==> src/logic/i2c_monitor_regs.vh <==
// Constants for the two-wire arbitration and address monitor
`ifndef I2C_MONITOR_REGS_VH
`define I2C_MONITOR_REGS_VH

// ==========================================================
// Clock and bus timing, counted in 10 ns system clock cycles
`define TIMER_W 12
// High phase of 4000 ns
`define HIGH_CYC 12'h190
// Low phase of 4700 ns; also the slave release delay
`define LOW_CYC 12'h1d6

// ==========================================================
// Word framing
`define BIT_CNT_W 4
`define FULL_WORD_BITS 4'h8
`define LAST_ADDR_BIT 4'h7
`define MSB_INDEX 3'h7
`define BIT_CNT_ZERO 4'h0
`define BIT_CNT_ONE 4'h1
`define GENERAL_CALL_BYTE 8'h00

// ==========================================================
// Reset values
`define PIN_RESET 1'b1
`define BYTE_RESET 8'h00

`endif

==> src/logic/i2c_arbitration_address_monitor.v <==
// Two-wire bus arbitration, address match and start generation block
`timescale 1ns/1ns
`default_nettype none
`include "i2c_monitor_regs.vh"

module i2c_arbitration_address_monitor (
	// Clock and reset
	input wire clock_i,
	input wire rst_n_i,
	// Configuration
	input wire interface_mode_select_i,
	input wire ack_clock_en_i,
	input wire detection_disable_i,
	input wire [2:0] word_bit_count_i,
	input wire address_recognition_select_i,
	input wire [6:0] own_slave_address_i,
	// Data buffer access
	input wire data_buffer_wr_i,
	input wire data_buffer_rd_i,
	input wire [7:0] data_buffer_wdata_i,
	output reg [7:0] data_buffer_rdata_o,
	// Second control register write
	input wire control_two_wr_i,
	input wire cr2_master_select_i,
	input wire cr2_transmitter_select_i,
	input wire cr2_bus_busy_i,
	input wire cr2_pending_service_i,
	// Status
	output reg master_select_o,
	output reg transmitter_select_o,
	output reg bus_busy_bit_o,
	output reg pending_service_o,
	output reg arbitration_lost_flag_o,
	output reg address_match_flag_o,
	output reg general_call_flag_o,
	output reg last_received_bit_o,
	output reg serial_iface_irq_o,
	// Open-drain bus pins
	input wire clock_line_pin_i,
	output reg clock_line_pin_o,
	output reg clock_line_pin_oe_o,
	input wire data_line_pin_i,
	output reg data_line_pin_o,
	output reg data_line_pin_oe_o
);

// ==========================================================
// Master clock generator states
localparam ST_IDLE = 2'b00;
localparam ST_START = 2'b01;
localparam ST_LOW = 2'b10;
localparam ST_HIGH = 2'b11;

// Data bits per word; code zero means a full byte
function [`BIT_CNT_W-1:0] word_bits;
	input [2:0] code;
	begin
		if (code == 3'h0)
			word_bits = `FULL_WORD_BITS;
		else
			word_bits = {1'b0, code};
	end
endfunction

// ==========================================================
// Line synchronisers
wire scl_lvl;
wire scl_rise;
wire scl_fall;
wire sda_lvl;
wire sda_rise;
wire sda_fall;

line_sync u_scl_sync (
	.clock_i(clock_i),
	.rst_n_i(rst_n_i),
	.line_i(clock_line_pin_i),
	.level_o(scl_lvl),
	.rise_o(scl_rise),
	.fall_o(scl_fall)
);

line_sync u_sda_sync (
	.clock_i(clock_i),
	.rst_n_i(rst_n_i),
	.line_i(data_line_pin_i),
	.level_o(sda_lvl),
	.rise_o(sda_rise),
	.fall_o(sda_fall)
);

// ==========================================================
// Internal state
reg [1:0] state_reg;
reg [7:0] tx_reg;
reg [`BIT_CNT_W-1:0] bit_cnt_reg;
reg first_word_reg;
reg addressed_reg;
reg dir_reg;
reg hold_reg;

// Phase timer shared by master clocking and slave clock hold
reg timer_load;
reg [`TIMER_W-1:0] timer_value;
wire timer_done;

phase_timer u_timer (
	.clock_i(clock_i),
	.rst_n_i(rst_n_i),
	.load_i(timer_load),
	.value_i(timer_value),
	.done_o(timer_done)
);

// ==========================================================
// Bus conditions and word framing
wire start_det = sda_fall & scl_lvl;
wire stop_det = sda_rise & scl_lvl;
wire [`BIT_CNT_W-1:0] data_bits =
	word_bits(master_select_o ? word_bit_count_i : 3'h0);
wire [`BIT_CNT_W-1:0] word_len =
	data_bits + {{(`BIT_CNT_W-1){1'b0}}, ack_clock_en_i};
wire in_data = (bit_cnt_reg < data_bits);
wire in_ack = ack_clock_en_i & (bit_cnt_reg == data_bits);
wire tx_bit = tx_reg[`MSB_INDEX - bit_cnt_reg[2:0]];
wire word_done = scl_fall & bus_busy_bit_o & (bit_cnt_reg == word_len);
wire [7:0] rx_byte = {data_buffer_rdata_o[6:0], sda_lvl};

// Software strobes
wire sw_buffer = data_buffer_wr_i | data_buffer_rd_i;
wire start_cmd = control_two_wr_i & cr2_master_select_i &
	cr2_transmitter_select_i & cr2_bus_busy_i & cr2_pending_service_i &
	~bus_busy_bit_o;
wire pin_set = data_buffer_wr_i |
	(control_two_wr_i & cr2_pending_service_i);

// Loss only while clocking as master and releasing data high
wire al_hit = scl_rise & master_select_o & transmitter_select_o &
	in_data & (state_reg != ST_IDLE) & ~data_line_pin_oe_o &
	~sda_lvl;

// Address check at the eighth rise of the first word, slave only
wire addr_chk = scl_rise & first_word_reg &
	(bit_cnt_reg == `LAST_ADDR_BIT) & ~master_select_o &
	~address_recognition_select_i & ~detection_disable_i;
wire gc_hit = addr_chk & (rx_byte == `GENERAL_CALL_BYTE);
wire sa_hit = addr_chk & (rx_byte[7:1] == own_slave_address_i);
wire free_first = word_done & first_word_reg & ~master_select_o &
	address_recognition_select_i;

// Words that end in an interrupt and a held clock
wire serviced = master_select_o | arbitration_lost_flag_o |
	addressed_reg | free_first;
wire irq_now = word_done & serviced;

// ==========================================================
// Data line drive: own data, slave data, or acknowledge
wire transmitting = transmitter_select_o &
	(master_select_o | (addressed_reg & ~first_word_reg));
wire ack_drive = in_ack & (first_word_reg ?
	(~master_select_o & addressed_reg) :
	(~transmitter_select_o & (master_select_o | addressed_reg)));
wire sda_want = (transmitting & in_data & ~tx_bit) | ack_drive;

// ==========================================================
// Master clock generator and timer control
always @*
begin
	timer_load = 1'b0;
	timer_value = `LOW_CYC;
	case (state_reg)
		ST_IDLE:
		begin
			timer_load = start_cmd;
			timer_value = `HIGH_CYC;
		end
		ST_START:
			timer_load = timer_done;
		ST_LOW:
			timer_load = pin_set;
		ST_HIGH:
		begin
			// Count high time only once the bus line is seen high
			timer_load = ~scl_lvl | timer_done;
			timer_value = scl_lvl ? `LOW_CYC : `HIGH_CYC;
		end
		default:
			timer_load = 1'b0;
	endcase
	// Slave hold release counts the low time after service
	if (state_reg == ST_IDLE && hold_reg && pin_set)
	begin
		timer_load = 1'b1;
		timer_value = `LOW_CYC;
	end
end

// State advance; a lost arbitration drops out at once
always @(posedge clock_i)
begin
	if (!rst_n_i || !interface_mode_select_i)
		state_reg <= ST_IDLE;
	else if (al_hit || !master_select_o && state_reg != ST_IDLE)
		state_reg <= ST_IDLE;
	else
	begin
		case (state_reg)
			ST_IDLE:
				if (start_cmd)
					state_reg <= ST_START;
			ST_START:
				if (timer_done)
					state_reg <= ST_LOW;
			ST_LOW:
				// Held low while service is pending
				if (timer_done && pending_service_o && !pin_set)
					state_reg <= ST_HIGH;
			ST_HIGH:
				if (scl_lvl && timer_done)
					state_reg <= ST_LOW;
			default:
				state_reg <= ST_IDLE;
		endcase
	end
end

// ==========================================================
// Pin drivers; levels are always low, only enables move
always @(posedge clock_i)
begin
	if (!rst_n_i || !interface_mode_select_i)
	begin
		clock_line_pin_o <= 1'b0;
		clock_line_pin_oe_o <= 1'b0;
		data_line_pin_o <= 1'b0;
		data_line_pin_oe_o <= 1'b0;
	end
	else
	begin
		clock_line_pin_o <= 1'b0;
		data_line_pin_o <= 1'b0;
		clock_line_pin_oe_o <= (state_reg == ST_LOW) | hold_reg;
		if (state_reg == ST_START)
			data_line_pin_oe_o <= 1'b1;
		else if (al_hit)
			data_line_pin_oe_o <= 1'b0;
		else if (!scl_lvl)
			// Data changes only while the clock is low
			data_line_pin_oe_o <= sda_want;
	end
end

// ==========================================================
// Word framing, shift registers and captured direction
always @(posedge clock_i)
begin
	if (!rst_n_i)
	begin
		bit_cnt_reg <= `BIT_CNT_ZERO;
		first_word_reg <= 1'b0;
		tx_reg <= `BYTE_RESET;
		data_buffer_rdata_o <= `BYTE_RESET;
		last_received_bit_o <= 1'b0;
		dir_reg <= 1'b0;
	end
	else
	begin
		if (start_det)
		begin
			bit_cnt_reg <= `BIT_CNT_ZERO;
			first_word_reg <= 1'b1;
		end
		else if (word_done)
		begin
			bit_cnt_reg <= `BIT_CNT_ZERO;
			first_word_reg <= 1'b0;
		end
		else if (scl_rise)
			bit_cnt_reg <= bit_cnt_reg + `BIT_CNT_ONE;
		if (scl_rise)
		begin
			last_received_bit_o <= sda_lvl;
			data_buffer_rdata_o <= rx_byte;
		end
		if (data_buffer_wr_i)
			tx_reg <= data_buffer_wdata_i;
		if (start_cmd)
			dir_reg <= tx_reg[0];
	end
end

// ==========================================================
// Mode bits, busy, pending service and interrupt
always @(posedge clock_i)
begin
	if (!rst_n_i)
	begin
		master_select_o <= 1'b0;
		transmitter_select_o <= 1'b0;
		bus_busy_bit_o <= 1'b0;
		pending_service_o <= `PIN_RESET;
		serial_iface_irq_o <= 1'b0;
		hold_reg <= 1'b0;
	end
	else
	begin
		serial_iface_irq_o <= irq_now;
		if (start_det)
			bus_busy_bit_o <= 1'b1;
		else if (stop_det)
			bus_busy_bit_o <= 1'b0;
		// Hardware clear wins so a finished word is never missed
		if (irq_now)
			pending_service_o <= 1'b0;
		else if (pin_set)
			pending_service_o <= 1'b1;
		if (al_hit || stop_det)
		begin
			master_select_o <= 1'b0;
			transmitter_select_o <= 1'b0;
		end
		else if (start_cmd)
		begin
			master_select_o <= 1'b1;
			transmitter_select_o <= 1'b1;
		end
		else if (sa_hit && !gc_hit)
			transmitter_select_o <= rx_byte[0];
		else if (word_done && master_select_o && first_word_reg &&
			!address_recognition_select_i)
		begin
			if (!last_received_bit_o)
				transmitter_select_o <= ~dir_reg;
		end
		else if (control_two_wr_i)
		begin
			master_select_o <= cr2_master_select_i;
			transmitter_select_o <= cr2_transmitter_select_i;
		end
		// Slave or lost master holds the clock until serviced
		if (irq_now && !master_select_o)
			hold_reg <= 1'b1;
		else if (hold_reg && timer_done && pending_service_o && !pin_set)
			hold_reg <= 1'b0;
		else if (!interface_mode_select_i)
			hold_reg <= 1'b0;
	end
end

// ==========================================================
// Monitor flags; an event beats a clear in the same cycle, except addressed_reg, where a start or stop beats a match
always @(posedge clock_i)
begin
	if (!rst_n_i)
	begin
		arbitration_lost_flag_o <= 1'b0;
		address_match_flag_o <= 1'b0;
		general_call_flag_o <= 1'b0;
		addressed_reg <= 1'b0;
	end
	else
	begin
		if (al_hit)
			arbitration_lost_flag_o <= 1'b1;
		else if (sw_buffer || control_two_wr_i)
			arbitration_lost_flag_o <= 1'b0;
		if (sa_hit || gc_hit || free_first)
			address_match_flag_o <= 1'b1;
		else if (sw_buffer)
			address_match_flag_o <= 1'b0;
		if (gc_hit)
			general_call_flag_o <= 1'b1;
		else if (start_det || stop_det)
			general_call_flag_o <= 1'b0;
		if (start_det || stop_det)
			addressed_reg <= 1'b0;
		else if (sa_hit || gc_hit || free_first)
			addressed_reg <= 1'b1;
	end
end

endmodule // i2c_arbitration_address_monitor

`default_nettype wire

==> src/logic/line_sync.v <==
// Two-flop synchroniser with edge detection for one bus line
`timescale 1ns/1ns
`default_nettype none

module line_sync (
	// Clock and reset
	input wire clock_i,
	input wire rst_n_i,
	// Asynchronous line
	input wire line_i,
	// Synchronised level and edges
	output wire level_o,
	output wire rise_o,
	output wire fall_o
);

// ==========================================================
// Synchroniser stages; first stage feeds only the second
reg meta_reg;
reg level_reg;
reg last_reg;

// Idle bus is high, so reset to high to avoid a false edge
always @(posedge clock_i)
begin
	if (!rst_n_i)
	begin
		meta_reg <= 1'b1;
		level_reg <= 1'b1;
		last_reg <= 1'b1;
	end
	else
	begin
		meta_reg <= line_i;
		level_reg <= meta_reg;
		last_reg <= level_reg;
	end
end

// Edges from the settled stages only
assign level_o = level_reg;
assign rise_o = level_reg & ~last_reg;
assign fall_o = ~level_reg & last_reg;

endmodule // line_sync

`default_nettype wire

==> src/logic/phase_timer.v <==
// Down counter that times the bus clock high and low phases
`timescale 1ns/1ns
`default_nettype none
`include "i2c_monitor_regs.vh"

module phase_timer (
	// Clock and reset
	input wire clock_i,
	input wire rst_n_i,
	// Load request
	input wire load_i,
	input wire [`TIMER_W-1:0] value_i,
	// Expiry level
	output wire done_o
);

// ==========================================================
reg [`TIMER_W-1:0] count_reg;

// Load wins; otherwise count down to zero and stay there
always @(posedge clock_i)
begin
	if (!rst_n_i)
		count_reg <= {`TIMER_W{1'b0}};
	else if (load_i)
		count_reg <= value_i;
	else if (count_reg != {`TIMER_W{1'b0}})
		count_reg <= count_reg - {{(`TIMER_W-1){1'b0}}, 1'b1};
end

assign done_o = (count_reg == {`TIMER_W{1'b0}});

endmodule // phase_timer

`default_nettype wire

==> config.mk <==
export PLATFORM = sky130hd
export DESIGN_NAME = i2c_arbitration_address_monitor
export DESIGN_NICKNAME = d
export VERILOG_FILES = /design/src/logic/i2c_arbitration_address_monitor.v /design/src/logic/line_sync.v /design/src/logic/phase_timer.v
export VERILOG_INCLUDE_DIRS = /design/src /design/src/logic
export SDC_FILE = /design/constraint.sdc
export NUM_CORES = 1
export LEC_CHECK = 0
export BUFFER_PORTS_ARGS = -buffer_cell sky130_fd_sc_hd__buf_2
export CAP_MARGIN = 10
export CORE_ASPECT_RATIO = 1.75
export CORE_MARGIN = 1.5
export CORE_UTILIZATION = 35
export CTS_BUF_LIST = sky130_fd_sc_hd__clkbuf_4 sky130_fd_sc_hd__clkbuf_8
export DETAILED_ROUTE_END_ITERATION = 10
export GPL_ROUTABILITY_DRIVEN = 0
export HOLD_SLACK_MARGIN = 0.15
export PLACE_DENSITY = 0.64
export SKIP_CTS_REPAIR_TIMING = 1
export SLEW_MARGIN = 20
export SYNTH_ARGS = -nofsm -noshare
export SYNTH_HDL_FRONTEND = slang
export SYNTH_SLANG_ARGS = --single-unit
export TNS_END_PERCENT = 20
==> constraint.sdc <==
create_clock -name clock_i -period 2.28 [get_ports clock_i]
set_input_delay 0.57 -clock clock_i [delete_from_list [all_inputs] [get_ports clock_i]]
set_output_delay 0.57 -clock clock_i [all_outputs]
set_load 0.01 [all_outputs]
After elaboration in Yosys (flattened, before gate mapping):

Cells that the tools add are included.

* output and inout port bits: 21
* input port bits: 33
* memories kept: 0
* bits in read-only memories: 0
* flip-flop bits (word level): 55
* bits in latches: 0
* memory bits (writable): 0
* word-level logic and storage cells: 204

* bitwise gates (word level): 63
* magnitude comparators: 2
* mux-type cells: 44
* shifts and indexed selects: 0
* $add $sub $neg: 4
* reductions and logical operators: 49
* eq/ne operators: 16
* div/mod/pow operators: 0
* multipliers: 0

Operators with widths (number)
* 1-bit AND: 39
* 12-bit 2-to-1 mux: 3
* 1-bit 2-to-1 mux: 30
* 2-bit nonzero test: 9
* 1-bit logical AND: 14
* 1-bit NOT: 14
* 7-bit one-hot mux with 2 select lines: 1
* 12-bit zero test: 1
* 2-bit inequality test (second input constant): 6
* 12-bit nonzero test: 1
* 12-bit by 1-bit subtractor with 12-bit output (second input constant): 1
* 1-bit OR: 10
* 4-bit equality test: 2
* 8-bit zero test: 1
* 2-bit 2-to-1 mux: 4
* 2-bit one-hot mux with 4 select lines: 1
* 7-bit equality test: 1
* 1-bit logical OR: 7
* 7-bit 2-to-1 mux: 1
* 1-bit zero test: 6
* 2-bit OR reduction: 3
* 4-bit by 1-bit adder with 4-bit output: 1
* 4-bit by 1-bit adder with 4-bit output (second input constant): 1
* 2-bit equality test (second input constant): 2
* 19 further kinds: 19

Longest topological paths before layout:

* word-level depth: 13
* depth in mapped cells: 10
* depth with buffers taken out: 9

Modules after synthesis:

A second synthesis with hierarchy kept.

* cells, all modules: 347
* area, all modules: 2944.1 µm²

Modules (own cells, without submodules)
* i2c_arbitration_address_monitor: cells each 241, instances 1, area each 2058.2 µm², sequential area each 720.7 µm²
* phase_timer: cells each 90, instances 1, area each 703.2 µm², sequential area each 240.2 µm²
* line_sync: cells each 8, instances 2, area each 91.3 µm², sequential area each 60.1 µm²

Worst setup path after synthesis:

No wires, ideal clock.

* path type: flip-flop to flip-flop
* start point: reg master_select_o
* end point: reg state_reg[1]
* arrival time: 2.433 ns
* data required time: 2.164 ns
* cell stages (with the launch flop): 11
* clock period less this slack: 2.548 ns
* path slack: -0.268 ns
* cells stage by stage: dfxtp_1 clkbuf_1 and2_1 inv_1 ha_1 nor2b_1 o211ai_1 nand4b_1 or4_1 nor2b_1 and3_1

* cells in the longest elaborated chain, start to end: 10

RTL lines
* start, declared: line i2c_arbitration_address_monitor.v:29 `output reg master_select_o,`
* start signal, assigned: line i2c_arbitration_address_monitor.v:337 `master_select_o <= cr2_master_select_i;`
* 3-bit 2-to-1 mux: line i2c_arbitration_address_monitor.v:120 `word_bits(master_select_o ? word_bit_count_i : 3'h0);`
* 3-bit zero test: line i2c_arbitration_address_monitor.v:58 `if (code == 3'h0)`
* 4-bit 2-to-1 mux: line i2c_arbitration_address_monitor.v:58
* 4-bit less-than comparator: line i2c_arbitration_address_monitor.v:123 `wire in_data = (bit_cnt_reg < data_bits);`
* 1-bit AND: line i2c_arbitration_address_monitor.v:138 `wire al_hit = scl_rise & master_select_o & transmitter_select_o &`
* 1-bit AND (3 in a row): line i2c_arbitration_address_monitor.v:139 `in_data & (state_reg != ST_IDLE) & ~data_line_pin_oe_o &`
* 1-bit logical OR (*): line i2c_arbitration_address_monitor.v:203 `else if (al_hit || !master_select_o && state_reg != ST_IDLE)`
* 2-bit OR reduction (no source line) (*)
* end signal, assigned: line i2c_arbitration_address_monitor.v:202 `state_reg <= ST_IDLE;`
* end signal, assigned: line i2c_arbitration_address_monitor.v:204 `state_reg <= ST_IDLE;`
* end signal, assigned: line i2c_arbitration_address_monitor.v:210 `state_reg <= ST_START;`
* end, declared: line i2c_arbitration_address_monitor.v:94 `reg [1:0] state_reg;`

Every way passes the cells marked *; elsewhere a longest branch is shown, timed or not.
A chain may end at the register's enable or synchronous reset.

Final worst setup path:

* start point: reg master_select_o
* end point: reg transmitter_select_o

* cells in the longest elaborated chain, start to end: 12

RTL lines
* 3-bit 2-to-1 mux: line i2c_arbitration_address_monitor.v:120
* 3-bit zero test: line i2c_arbitration_address_monitor.v:58
* 4-bit 2-to-1 mux: line i2c_arbitration_address_monitor.v:58
* 4-bit by 1-bit adder with 4-bit output: line i2c_arbitration_address_monitor.v:122 `` data_bits + {{(`BIT_CNT_W-1){1'b0}}, ack_clock_en_i}; ``
* 4-bit equality test: line i2c_arbitration_address_monitor.v:126 `wire word_done = scl_fall & bus_busy_bit_o & (bit_cnt_reg == word_len);`
* 1-bit AND: line i2c_arbitration_address_monitor.v:126
* 1-bit logical AND (3 in a row): line i2c_arbitration_address_monitor.v:329 `else if (word_done && master_select_o && first_word_reg &&`
* 1-bit 2-to-1 mux: line i2c_arbitration_address_monitor.v:329
* 1-bit 2-to-1 mux: line i2c_arbitration_address_monitor.v:327 `else if (sa_hit && !gc_hit)`
* 1-bit 2-to-1 mux: line i2c_arbitration_address_monitor.v:322 `else if (start_cmd)`
* end signal, assigned: line i2c_arbitration_address_monitor.v:328 `transmitter_select_o <= rx_byte[0];`
* end signal, assigned: line i2c_arbitration_address_monitor.v:333 `transmitter_select_o <= ~dir_reg;`
* end signal, assigned: line i2c_arbitration_address_monitor.v:338 `transmitter_select_o <= cr2_transmitter_select_i;`
* end, declared: line i2c_arbitration_address_monitor.v:30 `output reg transmitter_select_o,`

Several ways; a longest one is shown, not always the timed one.

==> results.md <==
- The most used flip-flop cell after synthesis is dfxtp_1.
- The first global-routing pass estimated 12.3 mm of wire.
- The startpoint identified for the worst register-to-register timing path is master_select_o.
- The maximum clock rate is 448 MHz.
- Entering global routing, the biggest net connects 23 pins.
- The die height is 124 µm.
- Counting flops with an async set or reset pin after synthesis yields a share of 0%.
- The total of flip-flops plus latches after synthesis is 54.
- The clock passes through at most 2 buffers.
- The first TritonRoute pass finished after 4 iterations.
- The depth of the worst register-to-register path is 9.
- The final max-slew violation count is 0.
- For this run, the total global-route usage over all layers was measured as 18.0%.
- In the final layout, the share of cells above drive strength 1 is 25.6%.
- The worst setup margin is 49.5 ps.
- The most crowded layer after global routing is met2.
- The final hold violation count is 0.
- After clock tree synthesis, the clock-pin slew on the worst setup and hold paths is 110 ps.
- The largest vdd supply drop is 0.545 mV.
- The synthesized netlist occupies a cell area of 0.00292 mm².
- Of all nets on the critical path, the largest fanout is 6.
- Fill cells in the final layout number 777.
- The wire length reported by the detailed router is 7.73 mm.
- The x dimension of the die is 72.0 µm.
- The number of clock sinks is 54.
- The routed via count is 2638.
- The initial utilization of the core area, before any placement, comes to 36.4%.
- Data on the critical path arrives at its endpoint at 2470 ps.
- The sequential share of the synthesized area is 37.1%.
- The flow ran to the end, and the final reports show no timing, DRC or antenna violations.
- The worst setup path is launched from a flip-flop.
- 0 antenna diodes ended up in the layout.
- The instance count of the mapped netlist is 336.
- The via count of the first global-routing pass is 2594.
- The floorplan has 43 rows.
- The worst-case register-to-register setup slack is 50 ps.
- Synthesis instantiated 62 different standard cells from the library.
- The clock tree synthesis step divided the H-tree into 2 levels.
- The area overhead of the layout relative to synthesis is 20.1%.
- The smallest clock period supported by the final layout is computed as 2230 ps.
- The reported leakage power is 1.48 nW.
- The path with the worst hold slack has its endpoint at u_scl_sync.level_o.
- The final number of setup-violating endpoints is 0.
- The placeable core region is 0.00802 mm².
- After detailed routing, the number of vias per cell comes to 5.41.
- Max-cap violations in this run came to 0.
- The post-detailed-route wirelength per cell is 15.8 µm.
- The worst register-to-register path ends at transmitter_select_o.
- For met2 alone, demand over resource in global routing was 32.3%.
- The Yosys step of the flow raised 0 warnings.
- Once detail routing completed, the nets flagged for antenna violations numbered 0.
- In this run the power density over the cells is 724 mW/mm².
- The global-route met3 utilization is 3.40%.
- The setup clock skew after layout is 4.05 ps.
- TritonCTS built the clock tree.
- The met1 track demand over resource is 18.4%.
- The worst slack after detailed placement is -376 ps.
- The register with the most flip-flops in the layout has 12 of them.
- The net count of the finished layout is 439.
- Setup repair after global routing could not meet its margin everywhere.
- The initial antenna violation count is 0.
- Once detailed placement completed, the half-perimeter wirelength came to 6.03 mm.
- The type of the tightest min-delay check is flip-flop to flip-flop.
- The endpoint type of the worst setup path is a flip-flop.
- Once layout is complete, the utilization of the core stands at 43.7%.
- The startpoint identified for the worst hold timing path is u_scl_sync.meta_reg.
- TritonCTS created 5 clock buffers.
- In the routed design, unresolved DRC markers number 0.
- The startpoint-to-endpoint class of the critical path is flip-flop to flip-flop.
- At the later pin of the worst-skew pair, clock insertion delay measures 320 ps.
- The number of buffer cells added on primary ports is 51.
- Along the worst hold path, the cell count comes to 1.
- The share of the clock period used by the worst path is 97.8%.
- The cell at the root of the clock tree is clkbuf_8.
- Summed over all layers, the global routing overflow is 0.
- STA puts the critical path data required time at 2520 ps.
- The I/O pin count is 54.
- The average cell area after synthesis is 8.68 µm².
- The total die area is 0.00891 mm².
- The detailed router finished its first iteration with 107 violations.
- The number of synthesized flops with an enable pin is 0.
-- area by class of cell --
class                      count  area [µm²]  area share (%)
multi-input combinational    254        1750            49.9
sequential                    54        1080            30.9
timing repair buffer          70         398            11.4
tap                           90         113            3.22
clock buffer                   5        68.8            1.97
clock inverter                 3        48.8            1.39
inverter                      12        45.0            1.29
-- cells by family (layout without fill, tap and decap cells) --
group | count (synthesis) | count (layout) | synth area share [%]
AND/OR/NAND/NOR | 144 | 144 | 27.3
AO/OA/AOI/OAI | 64 | 64 | 15.4
flip-flops | 54 | 54 | 37.1
buffers and inverters | 29 | 90 | 4.42
XOR/XNOR | 24 | 24 | 7.21
multiplexers | 11 | 11 | 4.64
adder cells (fa/ha/maj) | 9 | 9 | 3.86
other | 1 | 2 | 0.129
-- placed cells by master (no fill, tap or decap), types with 9 or more instances in the layout --
cell type,Yosys,layout
inv_1,11,10
buf_2,1,51
nor2b_1,13,13
nand2_1,44,44
mux2i_1,9,9
a21oi_1,17,17
a21boi_0,11,11
dfxtp_1,54,53
buf_4,5,19
xnor2_1,12,12
nor2_1,21,21
xor2_1,12,12
-- worst max path at each step --
stage                            to                 from  slack (ps)
2_1_floorplan          state_reg[1]  word_bit_count_i[0]          -3
3_3_place_gp   transmitter_select_o  word_bit_count_i[0]        -280
3_5_place_dp   transmitter_select_o  word_bit_count_i[0]        -380
4_1_cts        transmitter_select_o      master_select_o         -60
5_1_grt        transmitter_select_o      master_select_o         -50
6_report       transmitter_select_o      master_select_o          50
-- stage by stage --
| step | instances | cell area (µm²) | setup TNS (ps) | total power (W) | hold slack (ps) |
|---|---|---|---|---|---|
| after global placement | 480 | 3360 | -2810 | 0.00185 | 400 |
| final | 488 | 3500 | 0 | 0.00254 | 414 |
| after detailed placement | 480 | 3360 | -3690 | 0.00186 | 391 |
| after global routing | 488 | 3500 | -174 | 0.00268 | 420 |
| after floorplan | 337 | 2940 | -3.01 | 0.00169 | 386 |
| after CTS | 488 | 3480 | -116 | 0.00256 | 410 |
-- routing by layer --
metal	vias to the layer above	wire (µm)	share of wire (%)
met4	0	463	6.0
met3	30	320	4.1
met2	88	4000	52
met5	-	0	0
li1	1292	-	-
met1	1228	2950	38
-- cells in the mapped netlist (5+ instances only) --
library cell | count | area (µm²)
nand4_1 | 6 | 37.5
clkbuf_1 | 10 | 37.5
dfxtp_1 | 54 | 1080
nand2b_1 | 7 | 43.8
nand3_1 | 8 | 40.0
xor2_1 | 12 | 105
buf_4 | 5 | 37.5
and2_1 | 9 | 56.3
nand2_1 | 44 | 165
a21boi_0 | 11 | 82.6
nor2b_1 | 13 | 81.3
mux2i_1 | 9 | 90.1
nor4_1 | 6 | 37.5
xnor2_1 | 12 | 105
nor2_1 | 21 | 78.8
inv_1 | 11 | 41.3
a21oi_1 | 17 | 85.1
o21ai_0 | 8 | 40.0
ha_1 | 9 | 113
-- power by group --
part	total, W	internal [W]	switching, W
Sequential	0.00112	0.00103	0.0000896
Combinational	0.000718	0.000337	0.000381
Clock	0.000692	0.000335	0.000357
-- critical path, stage by stage, from the launching register on --
cell	delay [ps]
dfxtp_2	370
and2_4	150
ha_1	190
ha_1	290
xor2_1	150
nor4_2	230
and2_4	220
a32oi_2	130
nor3b_1	180
nor4_1	230
Note: power is estimated with default switching activity, not from simulation.
